**src/verilog/reset_source_pkg.sv**
```systemverilog
package reset_source_pkg;

    // Register byte addresses
    localparam logic [7:0] guard_code_addr   = 8'h00;
    localparam logic [7:0] cause_flags_addr  = 8'h04;
    localparam logic [7:0] level_select_addr = 8'h08;
    localparam logic [7:0] control_addr      = 8'h0c;
    localparam logic [7:0] status_addr       = 8'h10;

    // Reset values and valid codes
    localparam logic [7:0] guard_code_por    = 8'h55;
    localparam logic [7:0] guard_code_alt    = 8'haa;
    localparam logic [7:0] level_code_por    = 8'h55;
    localparam logic [7:0] level_code_2v55   = 8'h33;
    localparam logic [7:0] level_code_3v15   = 8'h99;
    localparam logic [7:0] level_code_3v80   = 8'haa;

    // Cause flag positions
    localparam int watchdog_flag_bit     = 0;
    localparam int level_code_flag_bit   = 1;
    localparam int undervoltage_flag_bit = 2;
    localparam int guard_flag_bit        = 3;
    localparam int cause_flag_width      = 4;

    // Status and control bit positions
    localparam int status_reset_bit      = 0;
    localparam int status_delay_bit      = 1;
    localparam int control_powerdown_bit = 0;

    // Timing
    localparam int clock_mhz             = 200;
    localparam int power_on_delay_ms     = 50;
    localparam int power_on_delay_cycles = power_on_delay_ms * clock_mhz
                                           * 1000;
    localparam int code_fault_min_edges  = 3;
    localparam int sync_stages           = 3;

    // Undervoltage level selection
    typedef enum logic [1:0] {
        level_2v10 = 2'b00,
        level_2v55 = 2'b01,
        level_3v15 = 2'b11,
        level_3v80 = 2'b10
    } level_sel_t;

    // Reset sources gathered together
    typedef struct packed {
        logic guard_fault;
        logic undervoltage;
        logic level_fault;
        logic watchdog_fault;
    } reset_sources_t;

endpackage

```
**src/verilog/pin_synchroniser.sv**
```systemverilog
`timescale 1ns/100ps
module pin_synchroniser #(
    parameter logic reset_level = 1'b0
) (
    // Clock and reset
    input  wire logic hclk,
    input  wire logic hresetn,
    // Pin and filtered level
    input  wire logic pin_in,
    output logic      level_out,
    output logic      rise_pulse
);

    logic [2:0] stage_reg;
    logic       level_reg;

    always_ff @(posedge hclk or negedge hresetn) begin
        if (!hresetn) begin
            stage_reg <= {3{reset_level}};
        end else begin
            stage_reg <= {stage_reg[1:0], pin_in};
        end
    end

    // Change counts once stages two and three agree
    always_ff @(posedge hclk or negedge hresetn) begin
        if (!hresetn) begin
            level_reg <= reset_level;
        end else if (stage_reg[1] == stage_reg[2]) begin
            level_reg <= stage_reg[2];
        end
    end

    assign level_out  = level_reg;
    assign rise_pulse = (stage_reg[1] == stage_reg[2]) && stage_reg[2]
                        && !level_reg;

endmodule

```
**src/verilog/code_fault_timer.sv**
```systemverilog
`timescale 1ns/100ps
module code_fault_timer #(
    parameter int min_edges = 2
) (
    // Clock and reset
    input  wire logic hclk,
    input  wire logic hresetn,
    // Fault condition and slow clock edge
    input  wire logic fault,
    input  wire logic slow_edge,
    output logic      fire
);

    initial begin
        if (min_edges < 1 || min_edges > 3) begin
            $error("code_fault_timer: min_edges out of range");
        end
    end

    logic [1:0] edges_reg;

    // Counts slow clock edges while the code stays invalid
    always_ff @(posedge hclk or negedge hresetn) begin
        if (!hresetn) begin
            edges_reg <= 2'h0;
        end else if (!fault) begin
            edges_reg <= 2'h0;
        end else if (slow_edge && edges_reg != 2'(min_edges)) begin
            edges_reg <= edges_reg + 2'h1;
        end
    end

    assign fire = fault && (edges_reg == 2'(min_edges));

endmodule

```
**src/verilog/reset_source_control.sv**
```systemverilog
`timescale 1ns/100ps
// Functional notes
// [RULE1] Invalid guard code resets after 2-3 slow periods
// [RULE2] Guard code powers up as 0x55
// [RULE3] Guard fault sets cause bit 3
// [RULE4] Guard flag sticky, software zero clears
// [RULE5] Cause bits 7..4 read zero
// [RULE6] Qualified low supply resets, sets bit 2
// [RULE7] Short low-supply pulses are ignored
// [RULE8] Undervoltage always active, no enable; code masks it while powerdown_reg is set
// [RULE9] Threshold code selects four voltage levels
// [RULE10] Invalid threshold code resets, sets bit 1
// [RULE11] Threshold fault restores threshold to 0x55
// [RULE12] Genuine undervoltage keeps threshold contents
// [RULE13] Threshold code powers up as 0x55
// [RULE14] Undervoltage disabled in power-down
// [RULE15] Power-on clears program counter
// [RULE16] Port registers power up all ones
// [RULE17] Hold reset for power-on delay
// [RULE18] Watchdog code fault sets bit 0
// [RULE19] Threshold flag cleared only by software zero
// [RULE20] Sources merged, flags survive other resets
module reset_source_control #(
    parameter int power_on_delay_cycles =
        reset_source_pkg::power_on_delay_cycles,
    parameter int pc_width   = 13,
    parameter int port_width = 8
) (
    // Bus clock and power-on reset
    input  wire logic                  hclk,
    input  wire logic                  hresetn,
    // AHB-Lite slave
    input  wire logic                  hsel,
    input  wire logic [7:0]            haddr,
    input  wire logic [1:0]            htrans,
    input  wire logic                  hwrite,
    input  wire logic [2:0]            hsize,
    input  wire logic [31:0]           hwdata,
    input  wire logic                  hready,
    output logic      [31:0]           hrdata,
    output logic                       hreadyout,
    output logic                       hresp,
    // Analog and neighbouring sources
    input  wire logic                  slow_rc_clock,
    input  wire logic                  low_supply,
    input  wire logic                  low_supply_qualified,
    input  wire logic                  watchdog_code_fault,
    // Reset outputs
    output logic                       system_reset,
    output logic [1:0]                 undervoltage_level,
    output logic [pc_width-1:0]        pc_reset_value,
    output logic [port_width-1:0]      port_data_reset_value,
    output logic [port_width-1:0]      port_control_reset_value
);

    // Elaboration checks
    initial begin
        if (power_on_delay_cycles < 1) begin
            $error("power_on_delay_cycles must be at least one");
        end
        if (pc_width < 1 || port_width < 1) begin
            $error("pc_width and port_width must be positive");
        end
        if (reset_source_pkg::cause_flag_width != 4) begin
            $error("cause flag field must be four bits wide");
        end
    end

    typedef enum logic [1:0] {
        st_hold  = 2'b00,
        st_delay = 2'b01,
        st_run   = 2'b11
    } seq_state_t;

    // Synchronised inputs
    logic slow_level;
    logic slow_edge;
    logic low_level;
    logic qual_level;
    logic wd_level;

    pin_synchroniser #(.reset_level(1'b0)) u_sync_slow (
        .hclk       (hclk),
        .hresetn    (hresetn),
        .pin_in     (slow_rc_clock),
        .level_out  (slow_level),
        .rise_pulse (slow_edge)
    );

    pin_synchroniser #(.reset_level(1'b0)) u_sync_low (
        .hclk       (hclk),
        .hresetn    (hresetn),
        .pin_in     (low_supply),
        .level_out  (low_level),
        .rise_pulse ()
    );

    pin_synchroniser #(.reset_level(1'b0)) u_sync_qual (
        .hclk       (hclk),
        .hresetn    (hresetn),
        .pin_in     (low_supply_qualified),
        .level_out  (qual_level),
        .rise_pulse ()
    );

    pin_synchroniser #(.reset_level(1'b0)) u_sync_wd (
        .hclk       (hclk),
        .hresetn    (hresetn),
        .pin_in     (watchdog_code_fault),
        .level_out  (wd_level),
        .rise_pulse ()
    );

    // Registers
    logic [7:0]                          guard_code_reg;
    logic [7:0]                          level_code_reg;
    logic [reset_source_pkg::cause_flag_width-1:0] flags_reg;
    logic                                powerdown_reg;
    seq_state_t                          state_reg;
    logic [31:0]                         delay_reg;

    // Bus address phase capture
    logic       wr_pend_reg;
    logic [7:0] addr_reg;
    logic       rd_pend_reg;

    logic                              access;
    logic                              wr_guard;
    logic                              wr_level;
    logic                              wr_flags;
    logic                              wr_ctrl;
    reset_source_pkg::reset_sources_t  src;
    logic                              guard_fault;
    logic                              level_fault;
    logic                              guard_fire;
    logic                              level_fire;
    logic                              uv_trigger;
    logic                              any_source;

    assign access   = hsel && hready && htrans[1];
    assign wr_guard = wr_pend_reg
                      && addr_reg == reset_source_pkg::guard_code_addr;
    assign wr_level = wr_pend_reg
                      && addr_reg == reset_source_pkg::level_select_addr;
    assign wr_flags = wr_pend_reg
                      && addr_reg == reset_source_pkg::cause_flags_addr;
    assign wr_ctrl  = wr_pend_reg
                      && addr_reg == reset_source_pkg::control_addr;

    always_ff @(posedge hclk or negedge hresetn) begin
        if (!hresetn) begin
            wr_pend_reg <= 1'b0;
            rd_pend_reg <= 1'b0;
            addr_reg    <= 8'h00;
        end else begin
            wr_pend_reg <= access && hwrite;
            rd_pend_reg <= access && !hwrite;
            if (access) begin
                addr_reg <= {haddr[7:2], 2'b00};
            end
        end
    end

    // Code checks
    assign guard_fault = guard_code_reg != reset_source_pkg::guard_code_por
                      && guard_code_reg != reset_source_pkg::guard_code_alt;
    assign level_fault =
        !(level_code_reg == reset_source_pkg::level_code_por
       || level_code_reg == reset_source_pkg::level_code_2v55
       || level_code_reg == reset_source_pkg::level_code_3v15
       || level_code_reg == reset_source_pkg::level_code_3v80);

    code_fault_timer #(
        .min_edges(reset_source_pkg::code_fault_min_edges)
    ) u_guard_timer (
        .hclk      (hclk),
        .hresetn   (hresetn),
        .fault     (guard_fault),
        .slow_edge (slow_edge),
        .fire      (guard_fire)
    ); // [RULE1]

    code_fault_timer #(
        .min_edges(reset_source_pkg::code_fault_min_edges)
    ) u_level_timer (
        .hclk      (hclk),
        .hresetn   (hresetn),
        .fault     (level_fault),
        .slow_edge (slow_edge),
        .fire      (level_fire)
    ); // [RULE10]

    // Qualified low supply only, not in power-down, no enable bit
    assign uv_trigger = low_level && qual_level // [RULE7] [RULE8]
                        && !powerdown_reg;      // [RULE14]

    assign src.guard_fault    = guard_fire; // [RULE3]
    assign src.undervoltage   = uv_trigger; // [RULE6]
    assign src.level_fault    = level_fire;
    assign src.watchdog_fault = wd_level; // [RULE18]
    assign any_source = |src; // [RULE20]

    // Guard code register
    always_ff @(posedge hclk or negedge hresetn) begin
        if (!hresetn) begin
            guard_code_reg <= reset_source_pkg::guard_code_por; // [RULE2]
        end else if (wr_guard) begin
            guard_code_reg <= hwdata[7:0];
        end else if (guard_fire) begin
            guard_code_reg <= reset_source_pkg::guard_code_por;
        end
    end

    // Threshold code register
    always_ff @(posedge hclk or negedge hresetn) begin
        if (!hresetn) begin
            level_code_reg <= reset_source_pkg::level_code_por; // [RULE13]
        end else if (level_fire) begin
            level_code_reg <= reset_source_pkg::level_code_por; // [RULE11]
        end else if (wr_level && state_reg == st_run) begin
            level_code_reg <= hwdata[7:0];
        end
        // Undervoltage reset leaves it untouched [RULE12]
    end

    // Cause flags: set wins over software clear
    always_ff @(posedge hclk or negedge hresetn) begin
        if (!hresetn) begin
            flags_reg <= '0;
        end else begin
            for (int i = 0; i < reset_source_pkg::cause_flag_width; i++) begin
                if (src[i]) begin
                    flags_reg[i] <= 1'b1;
                end else if (wr_flags && !hwdata[i]) begin
                    flags_reg[i] <= 1'b0; // [RULE4] [RULE19]
                end
            end
        end
    end
    // Bit order of src matches 3 guard, 2 uv, 1 level, 0 watchdog

    // Power-down control
    always_ff @(posedge hclk or negedge hresetn) begin
        if (!hresetn) begin
            powerdown_reg <= 1'b0;
        end else if (wr_ctrl) begin
            powerdown_reg <=
                hwdata[reset_source_pkg::control_powerdown_bit]; // [RULE14]
        end
    end

    // Last cycle of the power-on delay
    logic delay_done;
    assign delay_done = delay_reg == 32'(power_on_delay_cycles - 1);

    // Reset sequencer with power-on delay
    always_ff @(posedge hclk or negedge hresetn) begin
        if (!hresetn) begin
            state_reg <= st_delay;
            delay_reg <= 32'h0;
        end else if (any_source) begin
            state_reg <= st_hold;
            delay_reg <= 32'h0;
        end else begin
            case (state_reg)
                st_hold: begin
                    state_reg <= st_delay;
                    delay_reg <= 32'h0;
                end
                st_delay: begin
                    if (delay_done) begin
                        state_reg <= st_run; // [RULE17]
                    end else begin
                        delay_reg <= delay_reg + 32'h1;
                    end
                end
                st_run: begin
                    state_reg <= st_run;
                end
                default: begin
                    state_reg <= st_hold;
                end
            endcase
        end
    end

    assign system_reset = state_reg != st_run;

    // Level decode for the analog comparator [RULE9]
    logic [1:0] level_sel_next;

    always_comb begin
        case (level_code_reg)
            reset_source_pkg::level_code_2v55:
                level_sel_next = reset_source_pkg::level_2v55;
            reset_source_pkg::level_code_3v15:
                level_sel_next = reset_source_pkg::level_3v15;
            reset_source_pkg::level_code_3v80:
                level_sel_next = reset_source_pkg::level_3v80;
            default:
                level_sel_next = reset_source_pkg::level_2v10;
        endcase
    end

    // Registered level select
    always_ff @(posedge hclk or negedge hresetn) begin
        if (!hresetn) begin
            undervoltage_level <= reset_source_pkg::level_2v10;
        end else begin
            undervoltage_level <= level_sel_next; // [RULE9]
        end
    end

    // Values loaded into core while reset holds
    assign pc_reset_value           = '0;  // [RULE15]
    assign port_data_reset_value    = '1;  // [RULE16]
    assign port_control_reset_value = '1;  // [RULE16]

    // Read data
    always_ff @(posedge hclk or negedge hresetn) begin
        if (!hresetn) begin
            hrdata <= 32'h0;
        end else if (access && !hwrite) begin
            case ({haddr[7:2], 2'b00})
                reset_source_pkg::guard_code_addr:
                    hrdata <= {24'h0, guard_code_reg};
                reset_source_pkg::cause_flags_addr:
                    hrdata <= {28'h0, flags_reg}; // [RULE5]
                reset_source_pkg::level_select_addr:
                    hrdata <= {24'h0, level_code_reg};
                reset_source_pkg::control_addr:
                    hrdata <= {31'h0, powerdown_reg};
                reset_source_pkg::status_addr:
                    hrdata <= {30'h0, state_reg == st_delay,
                               system_reset};
                default:
                    hrdata <= 32'h0;
            endcase
        end
    end

    // Zero-wait slave, always OKAY
    assign hreadyout = 1'b1;
    assign hresp     = 1'b0;

endmodule

```
**config.mk**
```make
export PLATFORM = sky130hd
export DESIGN_NAME = reset_source_control
export DESIGN_NICKNAME = d
export VERILOG_FILES = /design/src/verilog/reset_source_pkg.sv /design/src/verilog/pin_synchroniser.sv /design/src/verilog/code_fault_timer.sv /design/src/verilog/reset_source_control.sv
export SDC_FILE = /design/constraint.sdc
export NUM_CORES = 1
export LEC_CHECK = 0
export BUFFER_PORTS_ARGS = -buffer_cell sky130_fd_sc_hd__buf_2
export CAP_MARGIN = 5
export CORE_MARGIN = 8
export CORE_UTILIZATION = 35
export CTS_BUF_LIST = sky130_fd_sc_hd__clkbuf_2
export DETAILED_ROUTE_END_ITERATION = 6
export SLEW_MARGIN = 20
export SYNTH_ARGS = -nofsm -noshare
export SYNTH_HDL_FRONTEND = slang
export SYNTH_SLANG_ARGS = --single-unit
export TNS_END_PERCENT = 10
```
**constraint.sdc**
```tcl
create_clock -name hclk -period 3.8 [get_ports hclk]
set_input_delay 0.38 -clock hclk [delete_from_list [all_inputs] [get_ports hclk]]
set_output_delay 0.38 -clock hclk [all_outputs]
set_load 0.02 [all_outputs]
```
==> reports/metrics.yaml <==
status: "complete, no violations"
cp_data_arrival_time_ns: 3.68
yosys.cell_count.top_type: "dfrtp_1"
htree_levels: 3
first_pass_iters: 4
synth_edf_count: 0
whs_path_depth: 2
async_reset_ff_share_pct: 100
critPathKind: "reg -> reg"
drive_above_1_share_pct: 16.2
wl_mm: 10.9
ys_seq_elements: 92
cp_top_family: "simple AND/OR/NAND/NOR gates"
hold_start: "haddr[4]"
die_w_um: 134
cts_max_path_buffers: 2
grt_setup_unrepaired: "false"
ys_seq_area_share_pct: 47.4
synth_ff_type: "dfrtp_1"
max_freq_mhz: 315
maxCapViolations: 0
p_leak_uw: 0.00225
cp-start-kind: "flip-flop"
syn_avg_cell_area_sq_um: 9.83
track_usage_pct: 12.4
hp-class: "in -> reg"
drtIter0Drc: 284
crit_slowest_cell: "or4b_1"
clockRootBuffer: "clkbuf_2"
synth_area_leaders: "dfrtp_1 43%, buf_4 8.5%, dfstp_2 4.8%"
synth_top_cell_area_share_pct: 42.5
clk_latency_ns: 0.57
cts_sinks: 92
cts_buffers: 9
totalPowerFinal_uw: 1850
io_buffers: 34
path_max_fanout: 20
slew_headroom_pct: 34.3
skew_ns: 0.0340
tightestPinTransition_ns: 0.977
core_sq_um: 13800
drv_slew: 0
clk_pin_slew_worst_paths_ns: 0.26
largest_register_ffs: 32
regToRegStartpoint: "guard_code_reg[4]$_DFFE_PN1P_"
dieArea_sq_um: 18000
final_nets: 603
row_count: 43
drt.antenna.violating_nets: 0
finalCriticalPeriod_ns: 3.18
cp_cell_sequence: "nor4b_1, nand4_1, a311o_1, or4b_1, or3_1, o21ai_1"
netlist_top_cells_count: "83 x dfrtp_1, 55 x buf_4, 44 x nand2_1, 27 x nand3_1"
fillerInstances: 1424
syn_inst: 497
drc_errors: 0
cts_tree: "built"
hold_viol_final: 0
grt_max_degree: 68
antenna_found_initial: 0
timing.final.crit_share_pct: 83.6
initial_core_util_pct: 35.5
critPathBufInv: 0
hpwlAfterDp_mm: 7.74
boundaryPins: 120
grt_pass1_wl_mm: 18.2
gp_congestion: 0.810
post_cts_buffers: 0
report.final.setup_viol: 0
r2r-end: "delay_reg[11]$_DFFE_PN0P_"
fin_tns_setup_ns: 0
r2r_slack_ns: 0.62
die_height_um: 134
required_ns: 4.30
grt.overflow.total: 0
vias: 3660
antenna_cells: 0
vias_per_cell: 5.01
worstSetupEndpointType: "flip-flop"
wl_per_cell_um: 14.9
netlist_area_sq_um: 4880
synth_cell_type_count: 53
ir_worst_vdd_mv: 0.128
p_per_area_nw_per_um2: 352
reg2regPathDepth: 6
grt_pass1_vias: 3773
cp_slowest_stage_delay_ns: 0.92
holdPathEnd: "addr_reg[4]$_DFFE_PN0P_"
yosysTopAreaCell: "dfrtp_1"
ys_warn_count: 0
syn_to_final_growth_pct: 7.74
-- where the power goes --
| part | total [uW] | switching (uW) | internal [uW] |
|---|---|---|---|
| combinational | 310 | 197 | 112 |
| clock | 429 | 343 | 85.8 |
| sequential | 1120 | 54.7 | 1060 |
| total | 1850 | 595 | 1260 |
-- worst max path at each step --
stage	start	endpoint	cells after the start
global placement	guard_code_reg[4]$_DFFE_PN1P_	delay_reg[19]$_DFFE_PN0P_	6
floorplan	delay_reg[21]$_DFFE_PN0P_	delay_reg[12]$_DFFE_PN0P_	7
detailed placement	guard_code_reg[4]$_DFFE_PN1P_	delay_reg[11]$_DFFE_PN0P_	6
CTS	guard_code_reg[4]$_DFFE_PN1P_	delay_reg[11]$_DFFE_PN0P_	6
finish	guard_code_reg[4]$_DFFE_PN1P_	delay_reg[11]$_DFFE_PN0P_	6
global route	guard_code_reg[4]$_DFFE_PN1P_	delay_reg[11]$_DFFE_PN0P_	6
-- cell type report --
cell class | instances | area, sq um | share of cell area [%]
flip-flops and latches | 92 | 2310 | 44.0
clock buffers | 10 | 50.0 | 0.951
well taps | 180 | 225 | 4.28
repair buffers | 54 | 360 | 6.85
multi-input cells | 368 | 2200 | 41.8
clock inverters | 6 | 38.8 | 0.737
inverters | 20 | 75.1 | 1.43
-- what timing repair did --
| action | CTS | global route |
|---|---|---|
| hold endpoints to repair | 71 | 3 |
| gates resized for setup | 0 | 0 |
| hold buffers | 12 | 3 |
-- cell families (layout without fill, tap and decap cells) --
logic type,after synthesis,in the layout,synth area share (%)
DFF,92,92,47.4
buffers and inverters,90,90,11.7
and+or+nand+nor,181,181,20.1
adders and majority gates,7,7,1.64
xor gates and xnor gates,2,2,0.359
other,2,55,0.154
muxes,24,24,5.38
AOI/OAI and AO/OA,99,99,13.3
-- placed cells by master (no fill, tap or decap), types with 7 or more instances in the layout --
cell type	netlist	layout
a21oi_1	25	25
and3_1	7	7
buf_2	3	33
clkbuf_2	0	10
conb_1	2	55
dfrtp_1	83	83
dfstp_2	9	9
dlygate4sd3_1	0	15
inv_1	20	20
mux2_2	8	8
mux2i_1	15	15
nand2_1	44	44
nand3_1	27	27
nand4_1	9	9
nor2_1	20	20
nor4_1	11	11
o21ai_0	25	25
o21ai_1	10	10
o21ai_2	13	13
or3_1	25	25
-- per-stage QoR --
stage	hold WS (ns)	util, %	area [sq um]	setup WS (ns)	std cells
6_report	0.0814	38.2	5260	0.622	730
5_1_grt	0.00694	38.2	5260	0.437	730
4_1_cts	0.0000540	38.0	5230	0.609	727
3_5_place_dp	0.335	36.5	5020	0.705	699
3_3_place_gp	0.336	36.5	5020	0.709	699
2_1_floorplan	0.0844	-	5080	1.11	550
-- routing by layer --
| metal | up-vias | track usage, % | share of wire, % | wire, um |
|---|---|---|---|---|
| met2 | 80 | 20.4 | 48 | 5270 |
| li1 | 1762 | - | - | - |
| met1 | 1794 | 14.8 | 44 | 4750 |
| met3 | 24 | 4.04 | 5.7 | 625 |
| met5 | - | 0 | 0 | 0 |
| met4 | 0 | 4.43 | 2.2 | 237 |
(Power assumes the default switching activity.)
